<file path="config.mk">
export PLATFORM = sky130hd
export DESIGN_NAME = dialling_record_decoder
export DESIGN_NICKNAME = d
export VERILOG_FILES = /design/src/rtl/dialling_pkg.sv /design/src/rtl/dialling_record_decoder.sv
export SDC_FILE = /design/constraint.sdc
export NUM_CORES = 1
export LEC_CHECK = 0
export BUFFER_PORTS_ARGS = -buffer_cell sky130_fd_sc_hd__buf_2
export CORE_ASPECT_RATIO = 2
export CORE_MARGIN = 4
export CORE_UTILIZATION = 24
export CTS_CLUSTER_DIAMETER = 30
export DETAILED_ROUTE_END_ITERATION = 7
export GPL_TIMING_DRIVEN = 0
export PLACE_DENSITY_LB_ADDON = 0.25
export SLEW_MARGIN = 25
export SYNTH_ARGS = -nofsm -noshare
export SYNTH_HDL_FRONTEND = slang
export SYNTH_SLANG_ARGS = --single-unit
</file>
<file path="constraint.sdc">
create_clock -name mclk -period 3.1 [get_ports mclk]
set_clock_uncertainty 0.1 [all_clocks]
set_input_delay 0 -clock mclk [delete_from_list [all_inputs] [get_ports mclk]]
set_output_delay 0 -clock mclk [all_outputs]
set_load 0.005 [all_outputs]
</file>
<file path="src/rtl/dialling_pkg.sv">
package dialling_pkg;

   // ======================================================================
   // Timing
   // ======================================================================
   localparam int unsigned CLK_HZ = 20_000_000;
   localparam int unsigned PAUSE_SEC = 3;
   localparam int unsigned PAUSE_CYCLES = PAUSE_SEC * CLK_HZ;
   localparam int unsigned MINUTE_SEC = 60;
   localparam int unsigned MINUTE_CYCLES = MINUTE_SEC * CLK_HZ;

   // ======================================================================
   // Record layout and codes
   // ======================================================================
   localparam logic [7:0] DIGIT_BYTES = 8'h0a;
   localparam logic [7:0] PTR_NONE = 8'hff;
   localparam logic [7:0] LABEL_RST = 8'h00;
   localparam logic [15:0] MIN_ALL_ONES = 16'hffff;
   localparam logic [15:0] MIN_ZERO = 16'h0000;
   localparam logic [15:0] TIMEOUT_RST = 16'hffff;
   localparam logic [3:0] NIB_MAX_DEC = 4'h9;
   localparam logic [3:0] NIB_HASH = 4'hb;
   localparam logic [3:0] NIB_SEP = 4'hc;
   localparam logic [3:0] NIB_WILD = 4'hd;
   localparam logic [3:0] NIB_SHIFT = 4'he;
   localparam logic [3:0] NIB_END = 4'hf;
   localparam logic [4:0] SHIFT_BASE = 5'h10;

   // ======================================================================
   // Types
   // ======================================================================
   typedef enum logic [3:0] {
      S_IDLE     = 4'h0,
      S_LABEL    = 4'h1,
      S_LEN      = 4'h3,
      S_TYPE     = 4'h2,
      S_DIGIT    = 4'h6,
      S_NIB      = 4'h7,
      S_WILD     = 4'h5,
      S_PAUSE    = 4'h4,
      S_SPARE    = 4'hc,
      S_PTR      = 4'hd,
      S_EXT_TYPE = 4'hf,
      S_EXT_CNT  = 4'he,
      S_EXT_NEXT = 4'ha,
      S_DONE     = 4'hb
   } parse_state_t;

   typedef struct packed {
      logic [15:0] tv;
      logic [15:0] mtv;
      logic mtv_present;
   } timer_cfg_t;

   typedef struct packed {
      logic valid;
      logic [3:0] code;
   } tone_t;

endpackage

</file>
<file path="src/rtl/dialling_record_decoder.sv">
`timescale 1ns/1ps
module dialling_record_decoder #(
   parameter int unsigned PAUSE_CYC = dialling_pkg::PAUSE_CYCLES,
   parameter int unsigned MINUTE_CYC = dialling_pkg::MINUTE_CYCLES
) (
   input wire logic mclk,
   input wire logic rst_b,
   input wire logic ce,
   input wire logic start,
   input wire logic [7:0] label_x,
   input wire logic rec_valid,
   input wire logic [7:0] rec_byte,
   output logic rec_ready,
   input wire logic wild_valid,
   input wire logic [3:0] wild_digit,
   output logic wild_req,
   output dialling_pkg::tone_t tone,
   output logic pause_active,
   output logic shift_code_valid,
   output logic [4:0] shift_code,
   output logic ext_req,
   output logic [7:0] ext_ptr,
   output logic done,
   input wire logic [7:0] search_req_len,
   output logic [7:0] search_len,
   input wire dialling_pkg::timer_cfg_t timer_cfg,
   input wire logic timer_load,
   output logic [15:0] applied_timeout,
   output logic timeout_expired,
   output logic timeout_cfg_error
);

   // =========================================================================
   // Record parser and symbol sequencer
   // =========================================================================
   dialling_pkg::parse_state_t state, next_state;
   logic [7:0] x, next_x;
   logic [7:0] cnt, next_cnt;
   logic [7:0] byte_q, next_byte_q;
   logic hi, next_hi;
   logic in_ext, next_in_ext;
   logic ended, next_ended;
   logic sep_seen, next_sep_seen;
   logic shift, next_shift;
   logic [31:0] pcnt, next_pcnt;
   logic next_rec_ready, next_wild_req, next_pause_active, next_done;
   dialling_pkg::tone_t next_tone;
   logic next_shift_code_valid;
   logic [4:0] next_shift_code;
   logic next_ext_req;
   logic [7:0] next_ext_ptr;
   logic [7:0] next_search_len;
   logic accept, adv;
   logic [3:0] nib;

   assign accept = rec_valid && rec_ready;
   // The earlier digit of each byte sits in the low nibble.
   assign nib = hi ? byte_q[7:4] : byte_q[3:0];

   always_comb begin
      next_state = state;
      next_x = x;
      next_cnt = cnt;
      next_byte_q = byte_q;
      next_hi = hi;
      next_in_ext = in_ext;
      next_ended = ended;
      next_sep_seen = sep_seen;
      next_shift = shift;
      next_pcnt = pcnt;
      next_tone = '0;
      next_shift_code_valid = 1'b0;
      next_shift_code = shift_code;
      next_ext_req = 1'b0;
      next_ext_ptr = ext_ptr;
      adv = 1'b0;
      case (state)
         dialling_pkg::S_IDLE, dialling_pkg::S_DONE: begin
            if (start) begin
               // X is known before any record byte is parsed.
               next_x = label_x;
               next_cnt = 8'h00;
               next_in_ext = 1'b0;
               next_ended = 1'b0;
               next_sep_seen = 1'b0;
               next_shift = 1'b0;
               next_state = (label_x == 8'h00) ? dialling_pkg::S_LEN
                                                : dialling_pkg::S_LABEL;
            end
         end
         dialling_pkg::S_LABEL: begin
            if (accept) begin
               next_cnt = cnt + 8'h01;
               if (cnt + 8'h01 == x) begin
                  next_cnt = 8'h00;
                  next_state = dialling_pkg::S_LEN;
               end
            end
         end
         dialling_pkg::S_LEN: begin
            // The length byte adds nothing: end marks and the fixed
            // DIGIT_BYTES field already bound the digit string.
            if (accept) begin
               next_state = dialling_pkg::S_TYPE;
            end
         end
         dialling_pkg::S_TYPE, dialling_pkg::S_EXT_CNT: begin
            if (accept) begin
               next_cnt = 8'h00;
               next_state = dialling_pkg::S_DIGIT;
            end
         end
         dialling_pkg::S_DIGIT: begin
            if (accept) begin
               next_byte_q = rec_byte;
               next_hi = 1'b0;
               next_cnt = cnt + 8'h01;
               next_state = dialling_pkg::S_NIB;
            end
         end
         dialling_pkg::S_NIB: begin
            adv = 1'b1;
            if (ended) begin
               adv = 1'b1;
            end else if (nib == dialling_pkg::NIB_END) begin
               next_ended = 1'b1;
            end else if (shift) begin
               // Shifted codes are undefined, so they go out as a code
               // only, never as a tone.
               next_shift = 1'b0;
               next_shift_code_valid = 1'b1;
               next_shift_code = dialling_pkg::SHIFT_BASE + {1'b0, nib};
            end else if (nib <= dialling_pkg::NIB_HASH) begin
               next_tone.valid = 1'b1;
               next_tone.code = nib;
            end else if (nib == dialling_pkg::NIB_SEP) begin
               next_sep_seen = 1'b1;
               if (sep_seen) begin
                  adv = 1'b0;
                  next_pcnt = 32'h0000_0000;
                  next_state = dialling_pkg::S_PAUSE;
               end
            end else if (nib == dialling_pkg::NIB_WILD) begin
               adv = 1'b0;
               next_state = dialling_pkg::S_WILD;
            end else begin
               next_shift = 1'b1;
            end
         end
         dialling_pkg::S_WILD: begin
            // Only decimal digits are taken from the user; anything else
            // keeps the request standing.
            if (wild_valid && wild_digit <= dialling_pkg::NIB_MAX_DEC) begin
               next_tone.valid = 1'b1;
               next_tone.code = wild_digit;
               adv = 1'b1;
            end
         end
         dialling_pkg::S_PAUSE: begin
            next_pcnt = pcnt + 32'h0000_0001;
            if (pcnt == 32'(PAUSE_CYC - 1)) begin
               adv = 1'b1;
            end
         end
         dialling_pkg::S_SPARE: begin
            if (accept) begin
               next_state = dialling_pkg::S_PTR;
            end
         end
         dialling_pkg::S_PTR, dialling_pkg::S_EXT_NEXT: begin
            if (accept) begin
               if (rec_byte != dialling_pkg::PTR_NONE) begin
                  next_ext_req = 1'b1;
                  next_ext_ptr = rec_byte;
                  next_in_ext = 1'b1;
                  next_state = dialling_pkg::S_EXT_TYPE;
               end else begin
                  next_state = dialling_pkg::S_DONE;
               end
            end
         end
         dialling_pkg::S_EXT_TYPE: begin
            if (accept) begin
               next_state = dialling_pkg::S_EXT_CNT;
            end
         end
         default: begin
            next_state = dialling_pkg::S_IDLE;
         end
      endcase
      if (adv) begin
         if (!hi) begin
            next_hi = 1'b1;
            next_state = dialling_pkg::S_NIB;
         end else if (cnt == dialling_pkg::DIGIT_BYTES) begin
            next_state = in_ext ? dialling_pkg::S_EXT_NEXT
                                : dialling_pkg::S_SPARE;
         end else begin
            next_state = dialling_pkg::S_DIGIT;
         end
      end
      case (next_state)
         dialling_pkg::S_IDLE, dialling_pkg::S_NIB, dialling_pkg::S_WILD,
         dialling_pkg::S_PAUSE, dialling_pkg::S_DONE: begin
            next_rec_ready = 1'b0;
         end
         default: begin
            next_rec_ready = 1'b1;
         end
      endcase
      next_wild_req = (next_state == dialling_pkg::S_WILD);
      next_pause_active = (next_state == dialling_pkg::S_PAUSE);
      next_done = (next_state == dialling_pkg::S_DONE);
      // The user interface may allow longer entries than the label holds.
      next_search_len = (search_req_len > x) ? x : search_req_len;
   end

   always_ff @(posedge mclk or negedge rst_b) begin
      if (!rst_b) begin
         state <= dialling_pkg::S_IDLE;
         x <= dialling_pkg::LABEL_RST;
         cnt <= 8'h00;
         byte_q <= 8'h00;
         hi <= 1'b0;
         in_ext <= 1'b0;
         ended <= 1'b0;
         sep_seen <= 1'b0;
         shift <= 1'b0;
         pcnt <= 32'h0000_0000;
         rec_ready <= 1'b0;
         wild_req <= 1'b0;
         pause_active <= 1'b0;
         done <= 1'b0;
         tone <= '0;
         shift_code_valid <= 1'b0;
         shift_code <= 5'h00;
         ext_req <= 1'b0;
         ext_ptr <= dialling_pkg::PTR_NONE;
         search_len <= 8'h00;
      end else if (ce) begin
         state <= next_state;
         x <= next_x;
         cnt <= next_cnt;
         byte_q <= next_byte_q;
         hi <= next_hi;
         in_ext <= next_in_ext;
         ended <= next_ended;
         sep_seen <= next_sep_seen;
         shift <= next_shift;
         pcnt <= next_pcnt;
         rec_ready <= next_rec_ready;
         wild_req <= next_wild_req;
         pause_active <= next_pause_active;
         done <= next_done;
         tone <= next_tone;
         shift_code_valid <= next_shift_code_valid;
         shift_code <= next_shift_code;
         ext_req <= next_ext_req;
         ext_ptr <= next_ext_ptr;
         search_len <= next_search_len;
      end
   end

   // =========================================================================
   // Session timer
   // =========================================================================
   logic [31:0] pre, next_pre;
   logic [15:0] minutes, next_minutes;
   logic [15:0] next_applied;
   logic next_expired, next_cfg_error, limit_on;

   // A zero or all-ones maximum, or a missing file, gives no limit.
   assign limit_on = timer_cfg.mtv_present &&
                     timer_cfg.mtv != dialling_pkg::MIN_ZERO &&
                     timer_cfg.mtv != dialling_pkg::MIN_ALL_ONES;

   always_comb begin
      next_pre = pre;
      next_minutes = minutes;
      next_applied = applied_timeout;
      next_expired = timeout_expired;
      next_cfg_error = timeout_cfg_error;
      if (timer_load) begin
         next_pre = 32'h0000_0000;
         next_minutes = dialling_pkg::MIN_ZERO;
         next_expired = 1'b0;
         next_cfg_error = timer_cfg.tv == dialling_pkg::MIN_ZERO ||
            (timer_cfg.mtv_present &&
             timer_cfg.mtv == dialling_pkg::MIN_ZERO);
         // A zero timeout is refused and the previous value stays.
         if (timer_cfg.tv != dialling_pkg::MIN_ZERO) begin
            next_applied = (limit_on && timer_cfg.tv > timer_cfg.mtv) ?
                           timer_cfg.mtv : timer_cfg.tv;
         end
      end else if (applied_timeout != dialling_pkg::MIN_ALL_ONES &&
                   !timeout_expired) begin
         next_pre = pre + 32'h0000_0001;
         if (pre == 32'(MINUTE_CYC - 1)) begin
            next_pre = 32'h0000_0000;
            next_minutes = minutes + 16'h0001;
            if (minutes + 16'h0001 == applied_timeout) begin
               next_expired = 1'b1;
            end
         end
      end
   end

   always_ff @(posedge mclk or negedge rst_b) begin
      if (!rst_b) begin
         pre <= 32'h0000_0000;
         minutes <= dialling_pkg::MIN_ZERO;
         applied_timeout <= dialling_pkg::TIMEOUT_RST;
         timeout_expired <= 1'b0;
         timeout_cfg_error <= 1'b0;
      end else if (ce) begin
         pre <= next_pre;
         minutes <= next_minutes;
         applied_timeout <= next_applied;
         timeout_expired <= next_expired;
         timeout_cfg_error <= next_cfg_error;
      end
   end
endmodule

</file>
== Word level (Yosys, flattened, before mapping) ==
Cells that the tools add are included.

* Register bits after elaboration: 163
* Output and inout port bits: 50
* Logic and storage cells: 216
* Bits of input ports: 68

* Eq/ne operators: 40
* Reduce and logical (&&, ||, !) cells: 43
* Add/subtract/negate cells: 5
* $lt $le $gt $ge: 4
* Bitwise logic cells: 2
* Mux-type cells: 96

{| class="wikitable"
|+ Operators with widths
! operator !! count
|-
| 32-bit two-way mux || 9
|-
| 4-bit two-way mux || 20
|-
| 32-bit by 1-bit adder with 32-bit output, second input constant || 2
|-
| 16-bit two-way mux || 4
|-
| 32-bit one-hot mux with 2 select lines || 1
|-
| 8-bit two-way mux || 6
|-
| 4-bit == test, second input constant || 10
|-
| 1-bit two-way mux || 40
|-
| 4-bit one-hot mux with 10 select lines || 1
|-
| 32-bit by 26-bit == test with 1-bit output, second input constant || 1
|-
| 32-bit by 31-bit == test with 1-bit output, second input constant || 1
|-
| 16-bit zero test || 2
|-
| 16-bit inequality test, second input constant || 2
|-
| 8-bit one-hot mux with 4 select lines || 1
|-
| 16-bit nonzero test || 2
|-
| 4-bit by 3-bit == test with 1-bit output, second input constant || 7
|-
| 5-bit two-way mux || 5
|-
| 2-bit inequality test, second input constant || 12
|-
| 16-bit by 1-bit adder with 16-bit output, second input constant || 1
|-
| 16-bit == test || 1
|-
| 16-bit > comparator || 1
|-
| 8-bit AND reduction || 2
|-
| 3-bit AND reduction || 5
|-
| 5-bit AND reduction || 3
|-
| other kinds (27) || 51
|}

== Longest topological paths before layout ==
* Depth after elaboration: 13
* Depth in mapped cells: 10
* Gate-level depth less buffers: 9

== Worst setup path after synthesis ==
No wires, ideal clock.

* Path type: reg2reg
* From: register cnt[0]
* To: register cnt[4]
* Arrival time: 2.150 ns
* Stages on the path, launching flop included: 11
* Path buffers: 2
* Data required time: 2.882 ns
* Setup slack: 0.732 ns
* Path through: dfrtp_1 > ha_1 > and3_1 > clkbuf_1 > nand3_1 > nor3_1 > o32ai_1 > o31ai_1 > buf_2 > o21ai_0 > a21o_1

* Cells in the longest elaborated chain, start to end: 5
* Elaborated cells on any way between the ends: 6
* Those cells by class: add/sub (1); eq/ne (1); mux (4)

{| class="wikitable"
|+ Ends and longest elaborated chain
! item !! line !! text
|-
| from (decl) || dialling_record_decoder.sv:38 || <nowiki>logic [7:0] cnt, next_cnt;</nowiki>
|-
| from (signal assigned) || dialling_record_decoder.sv:243 || <nowiki>cnt <= next_cnt;</nowiki>
|-
| 8-bit by 1-bit adder with 8-bit output * || dialling_record_decoder.sv:93, dialling_record_decoder.sv:94, dialling_record_decoder.sv:117 ||
|-
| 8-bit == test || dialling_record_decoder.sv:94 || <nowiki>if (cnt + 8'h01 == x) begin</nowiki>
|-
| 8-bit two-way mux || dialling_record_decoder.sv:94 ||
|-
| 8-bit two-way mux || dialling_record_decoder.sv:92 || <nowiki>if (accept) begin</nowiki>
|-
| 8-bit one-hot mux with 4 select lines * || dialling_record_decoder.sv:77 || <nowiki>case (state)</nowiki>
|}

Mark *: on every way between the ends. The rest lies on a longest branch, timed or not. The select of a mux whose other input is x is not followed.
A chain may end at the register's enable or synchronous reset.

== Final worst setup path ==
* From: input port timer_cfg[16] (netlist name)
* To: register applied_timeout[4]

* Cells in the longest elaborated chain, start to end: 5
* Elaborated cells on any way between the ends: 7
* Those cells by class: order compare (1); eq/ne (1); mux (1); reduce/logical (4)

{| class="wikitable"
|+ Ends and longest elaborated chain
! item !! line !! text
|-
| from (decl) || dialling_record_decoder.sv:26 || <nowiki>input wire dialling_pkg::timer_cfg_t timer_cfg,</nowiki>
|-
| parallel branches: the longest is 3 deep, another holds 16-bit > comparator || - ||
|-
| 1-bit logical AND * || dialling_record_decoder.sv:292 || <nowiki>next_applied = (limit_on && timer_cfg.tv > timer_cfg.mtv) ?</nowiki>
|-
| 16-bit two-way mux * || dialling_record_decoder.sv:292 ||
|-
| to (signal assigned) || dialling_record_decoder.sv:312 || <nowiki>applied_timeout <= dialling_pkg::TIMEOUT_RST;</nowiki>
|-
| to (signal assigned) || dialling_record_decoder.sv:318 || <nowiki>applied_timeout <= next_applied;</nowiki>
|-
| to (decl) || dialling_record_decoder.sv:28 || <nowiki>output logic [15:0] applied_timeout,</nowiki>
|}

Mark *: on every way between the ends.

==> report_table.html <==
<table>
<tr><th>Metric</th><th>Value</th></tr>
<tr><th colspan="2">Global routing</th></tr>
<tr><td>Global-route wire length before repair</td><td>52,000 microns</td></tr>
<tr><td>Number of antenna violations at the first check in global routing</td><td>0</td></tr>
<tr><td>GR Util met1</td><td>0.142</td></tr>
<tr><td>Global route hottest layer</td><td>met2</td></tr>
<tr><td>Met2 Resource Use GR</td><td>0.300</td></tr>
<tr><td>Met3 routing resource usage after global routing</td><td>0.0180</td></tr>
<tr><td>Grt total ovfl</td><td>0</td></tr>
<tr><td>Global routing usage summed across all routing layers</td><td>0.151</td></tr>
<tr><td>Number of global-route vias before repair</td><td>9,803</td></tr>
<tr><td>Maximum number of pins on one net before global-route repair</td><td>89</td></tr>
<tr><th colspan="2">Timing</th></tr>
<tr><td>Period utilization</td><td>0.951</td></tr>
<tr><td>Post-route setup slack</td><td>0.152 ns</td></tr>
<tr><td>Pin slew with the least headroom to its limit</td><td>1.01 ns</td></tr>
<tr><td>Count of endpoints failing setup in the final report</td><td>0</td></tr>
<tr><td>RSZ-0062 raised after global routing</td><td>false</td></tr>
<tr><td>Achievable clock frequency</td><td>339 MHz</td></tr>
<tr><td>Time the final worst path needs with I/O delays and setup</td><td>2.95 ns</td></tr>
<tr><td>Tightest slew margin relative to the limit</td><td>0.330</td></tr>
<tr><td>Total count of hold-check failures in the final report</td><td>0</td></tr>
<tr><td>Count of pins over their slew limit</td><td>0</td></tr>
<tr><td>Final hold slack</td><td>0.0107 ns</td></tr>
<tr><th colspan="2">Run</th></tr>
<tr><td>Max Cap Viol</td><td>0</td></tr>
<tr><th colspan="2">Floorplanning</th></tr>
<tr><td>Die Span Y</td><td>294 microns</td></tr>
<tr><td>Total number of placement rows</td><td>104</td></tr>
<tr><td>IO Count</td><td>118</td></tr>
<tr><td>Die area</td><td>44,500 sq um</td></tr>
<tr><td>Die extent in x</td><td>151 microns</td></tr>
<tr><td>Core region area</td><td>40,300 sq um</td></tr>
<tr><td>Initial cell density of the core</td><td>0.244</td></tr>
<tr><th colspan="2">Setup path</th></tr>
<tr><td>Cells on worst reg2reg path</td><td>5</td></tr>
<tr><td>Signal arrival time at the worst endpoint</td><td>3.22 ns</td></tr>
<tr><td>Type of destination of the critical path</td><td>flip-flop</td></tr>
<tr><td>Endpoint of the lowest-slack register-to-register path</td><td>ext_ptr[3]</td></tr>
<tr><td>Flop2flop setup slack</td><td>0.28 ns</td></tr>
<tr><td>Maximum single-stage delay on the critical path</td><td>0.55 ns</td></tr>
<tr><td>Worst path cell trace</td><td>dlygate4sd3_1 &gt; buf_2 &gt; inv_1 &gt; ha_1 &gt; nand4_1 &gt; or2_2 &gt; nor3_1 &gt; or3_1 &gt; clkbuf_1 &gt; a211o_1 &gt; o221a_2 &gt; dlygate4sd3_1</td></tr>
<tr><td>Startpoint kind of the worst setup timing path</td><td>input port</td></tr>
<tr><td>Cell with the largest stage delay on the worst path</td><td>dlygate4sd3_1</td></tr>
<tr><td>Req. time, crit path</td><td>3.37 ns</td></tr>
<tr><td>Kind of critical path</td><td>in -&gt; reg</td></tr>
<tr><td>Worst-path fanout max</td><td>8</td></tr>
<tr><td>First element of the critical path</td><td>timer_cfg[16]</td></tr>
<tr><td>FF-to-FF Start</td><td>state[0]</td></tr>
<tr><td>Worst path most repeated cell</td><td>dlygate4sd3_1</td></tr>
<tr><th colspan="2">Yosys</th></tr>
<tr><td>Share of synthesized area occupied by flip-flops and latches</td><td>0.418</td></tr>
<tr><td>Number of warnings reported in the yosys synthesis log</td><td>0</td></tr>
<tr><td>Number of instances in the synthesized netlist</td><td>1,109</td></tr>
<tr><td>Largest family of logic cells by synthesized area</td><td>simple AND/OR/NAND/NOR gates</td></tr>
<tr><td>Post-synthesis compound-gate area fraction</td><td>0.179</td></tr>
<tr><td>Area share of xor/xnor cells in the synthesized design</td><td>0.0552</td></tr>
<tr><td>Leading post-synthesis cells by cell area</td><td>dfrtp_1, dfstp_2, o21ai_0</td></tr>
<tr><td>Flops &amp; latches, synth</td><td>163</td></tr>
<tr><td>Fraction of post-synthesis cell area in the top cell type by area</td><td>0.354</td></tr>
<tr><td>Count of cell types in the netlist</td><td>76</td></tr>
<tr><td>Post-synth EDFFs</td><td>0</td></tr>
<tr><td>Syn_nets</td><td>1,206</td></tr>
<tr><td>Mapped cell area</td><td>9840 sq um</td></tr>
<tr><td>Post-Synth Adder-Cell Area</td><td>0.0369</td></tr>
<tr><td>Multiplexer area fraction after synthesis</td><td>0.0459</td></tr>
<tr><td>Most used flip-flop cell after synthesis</td><td>dfrtp_1</td></tr>
<tr><td>Post-Synthesis Mean Instance Area</td><td>8.87 sq um</td></tr>
<tr><td>Post-synthesis cell type with the largest combined area</td><td>dfrtp_1</td></tr>
<tr><td>Basic-gate share of the synthesized area counting and, or, nand and nor cells</td><td>0.221</td></tr>
<tr><td>Fraction of registers with async set/reset</td><td>1.00</td></tr>
<tr><th colspan="2">Power and ir drop</th></tr>
<tr><td>LEAKAGE</td><td>5.26 nW</td></tr>
<tr><td>Peak supply drop</td><td>0.298 mV</td></tr>
<tr><td>Total power per unit cell area</td><td>610 nW/um^2</td></tr>
<tr><th colspan="2">CTS</th></tr>
<tr><td>Number of clock buffers inserted by TritonCTS</td><td>17</td></tr>
<tr><td>Clk pin slew, worst setup/hold paths</td><td>0.06 ns</td></tr>
<tr><td>Clock sink count</td><td>163</td></tr>
<tr><td>Number of buffers on the longest clock path</td><td>2</td></tr>
<tr><td>H-tree depth reported by CTS</td><td>4</td></tr>
<tr><td>CTS root buf</td><td>clkbuf_16</td></tr>
<tr><td>TritonCTS clock tree</td><td>built</td></tr>
<tr><td>Clock latency reported for the late side of the worst-skew pair</td><td>0.45 ns</td></tr>
<tr><th colspan="2">Placed design</th></tr>
<tr><td>Post-placement cell area</td><td>11,100 sq um</td></tr>
<tr><td>Gp weighted congestion</td><td>0.901</td></tr>
<tr><td>Worst slack at placement</td><td>-0.167 ns</td></tr>
<tr><td>HPWL reported at the end of detailed placement</td><td>25,400 microns</td></tr>
<tr><td>Count of input and output buffers</td><td>116</td></tr>
<tr><th colspan="2">Run status</th></tr>
<tr><td>Outcome</td><td>finished, final reports clean</td></tr>
<tr><th colspan="2">Route</th></tr>
<tr><td>Routed via count</td><td>9,313</td></tr>
<tr><td>Total length of routed wires</td><td>33,100 microns</td></tr>
<tr><td>Antenna-violating nets left</td><td>0</td></tr>
<tr><td>Avg WL per Cell</td><td>17.8 microns</td></tr>
<tr><td>Number of DRC markers after the initial detailed-route iteration</td><td>261</td></tr>
<tr><td>Number of detailed-routing iterations run before antenna repair</td><td>5</td></tr>
<tr><td>Vias per Instance</td><td>5.02</td></tr>
<tr><td>DRC viols</td><td>0</td></tr>
<tr><th colspan="2">Final layout</th></tr>
<tr><td>Final-stage net count</td><td>1,410</td></tr>
<tr><td>Proportion of layout cells with a drive suffix above 1</td><td>0.192</td></tr>
<tr><td>Multi-input logic area</td><td>5330 sq um</td></tr>
<tr><td>Post-route cell area</td><td>12,400 sq um</td></tr>
<tr><td>Register area</td><td>4110 sq um</td></tr>
<tr><td>Layout area overhead</td><td>26.4%</td></tr>
<tr><td>Count of filler cells inserted in the layout</td><td>4,264</td></tr>
<tr><th colspan="2">Min path</th></tr>
<tr><td>Worst min-delay path category</td><td>in -&gt; async</td></tr>
</table>
[per-stage QoR]
| stage | total power [mW] | std cells | utilization | TNS [ns] |
|---|---|---|---|---|
| floorplan | 4.46 | 1109 | - | 0 |
| global placement | 5.35 | 1755 | 0.275 | -133.03 |
| detailed placement | 5.40 | 1756 | 0.276 | -1.41 |
| CTS | 7.67 | 1855 | 0.307 | 0 |
| global route | 8.08 | 1856 | 0.308 | 0 |
| finish | 7.58 | 1857 | 0.308 | 0 |
[cell type report]
cell class | instances | share of cell area
clock buffers | 21 | 0.0370
clock inverters | 11 | 0.0105
multi-input cells | 838 | 0.428
well taps | 530 | 0.0533
flip-flops and latches | 163 | 0.331
repair buffers | 185 | 0.104
diodes | 1 | 0.000201
plain buffers | 62 | 0.0217
inverters | 46 | 0.0139
[state kept, by name, summed over array words and instances, names as in the netlist, 4 cells and up]
signal / count
search_len: 8
x: 8
applied_timeout: 16
ext_ptr: 8
cnt: 8
shift_code: 5
minutes: 16
pcnt: 32
tone: 5
byte_q: 8
pre: 32
state: 4
[logic make-up (layout without fill, tap and decap cells)]
family                   count (synthesis)  count (layout)
buffers and inverters                  108             325
AND/OR/NAND/NOR                        433             433
AO/OA/AOI/OAI                          272             272
XOR/XNOR                                62              62
other                                    0               1
multiplexers                            42              42
adder cells (fa/ha/maj)                 29              29
flip-flops                             163             163
[placed cells by master, fill, tap and decap left out, types with 8 or more instances in the layout]
master / n
nor4_1: 19
o221a_2: 17
nor2b_1: 10
mux2i_1: 16
dfstp_2: 24
o21ai_0: 95
clkbuf_16: 17
mux2_2: 25
nor3_1: 31
xor2_1: 26
dfrtp_1: 139
and3_1: 22
o31ai_1: 9
a21oi_1: 64
a31oi_1: 18
nand4_1: 43
dlygate4sd3_1: 67
nand2_1: 92
inv_1: 46
nand3_1: 43
ha_1: 29
buf_2: 128
and4_1: 8
xnor2_1: 36
nor2_1: 119
clkbuf_1: 45
[critical path, delay by kind of cell]
kind,cells,cell delay (ns)
buffers and inverters,5,1.47
adders and majority gates,1,0.35
AOI/OAI and AO/OA,2,0.69
and+or+nand+nor,4,0.70
[metal layers]
layer	vias to the layer above	routed length, microns
li1	4455	-
met1	4538	11500
met2	247	19000
met3	73	1050
met4	0	1590
met5	-	0
[Yosys cell counts (7+ instances only)]
| master | n |
|---|---|
| a21oi_1 | 64 |
| nor4_1 | 19 |
| nor3_1 | 32 |
| mux2_2 | 25 |
| nand3_1 | 43 |
| ha_1 | 29 |
| buf_2 | 14 |
| a31oi_1 | 18 |
| nand4_1 | 43 |
| or3_1 | 7 |
| o221a_2 | 17 |
| nor2b_1 | 10 |
| and4_1 | 8 |
| and3_1 | 22 |
| clkbuf_1 | 44 |
| dfstp_2 | 24 |
| mux2i_1 | 17 |
| xor2_1 | 26 |
| o31ai_1 | 10 |
| inv_1 | 46 |
| a21o_1 | 7 |
| o21ai_0 | 95 |
| nor2_1 | 119 |
| o21a_1 | 7 |
| nand2_1 | 92 |
| xnor2_1 | 36 |
| dfrtp_1 | 139 |
[report_power, final]
part,switching [mW],total (mW),internal [mW]
Sequential,0.379,2.92,2.54
Combinational,1.42,2.51,1.09
Clock,0.916,2.15,1.23
Total,2.72,7.58,4.87
[worst max path at each step]
| stage | to | slack [ns] | cells past startpoint |
|---|---|---|---|
| after global placement | cnt[6] | -0.97 | 1 |
| final | applied_timeout[4] | 0.15 | 12 |
| after floorplan | cnt[4] | 0.73 | 10 |
| after global routing | applied_timeout[5] | 0.03 | 12 |
| after detailed placement | pcnt[24] | -0.17 | 8 |
| after CTS | applied_timeout[0] | 0.02 | 10 |
[timing repair]
action / CTS / global route
gates resized for setup: 1 / 11
hold buffers: 67 / 0
setup endpoints to repair: 10 / 27
pin swaps: 0 / 2
setup buffers: 0 / 1
endpoints found under the hold margin: 131 / 0
(Power assumes the default switching activity.)
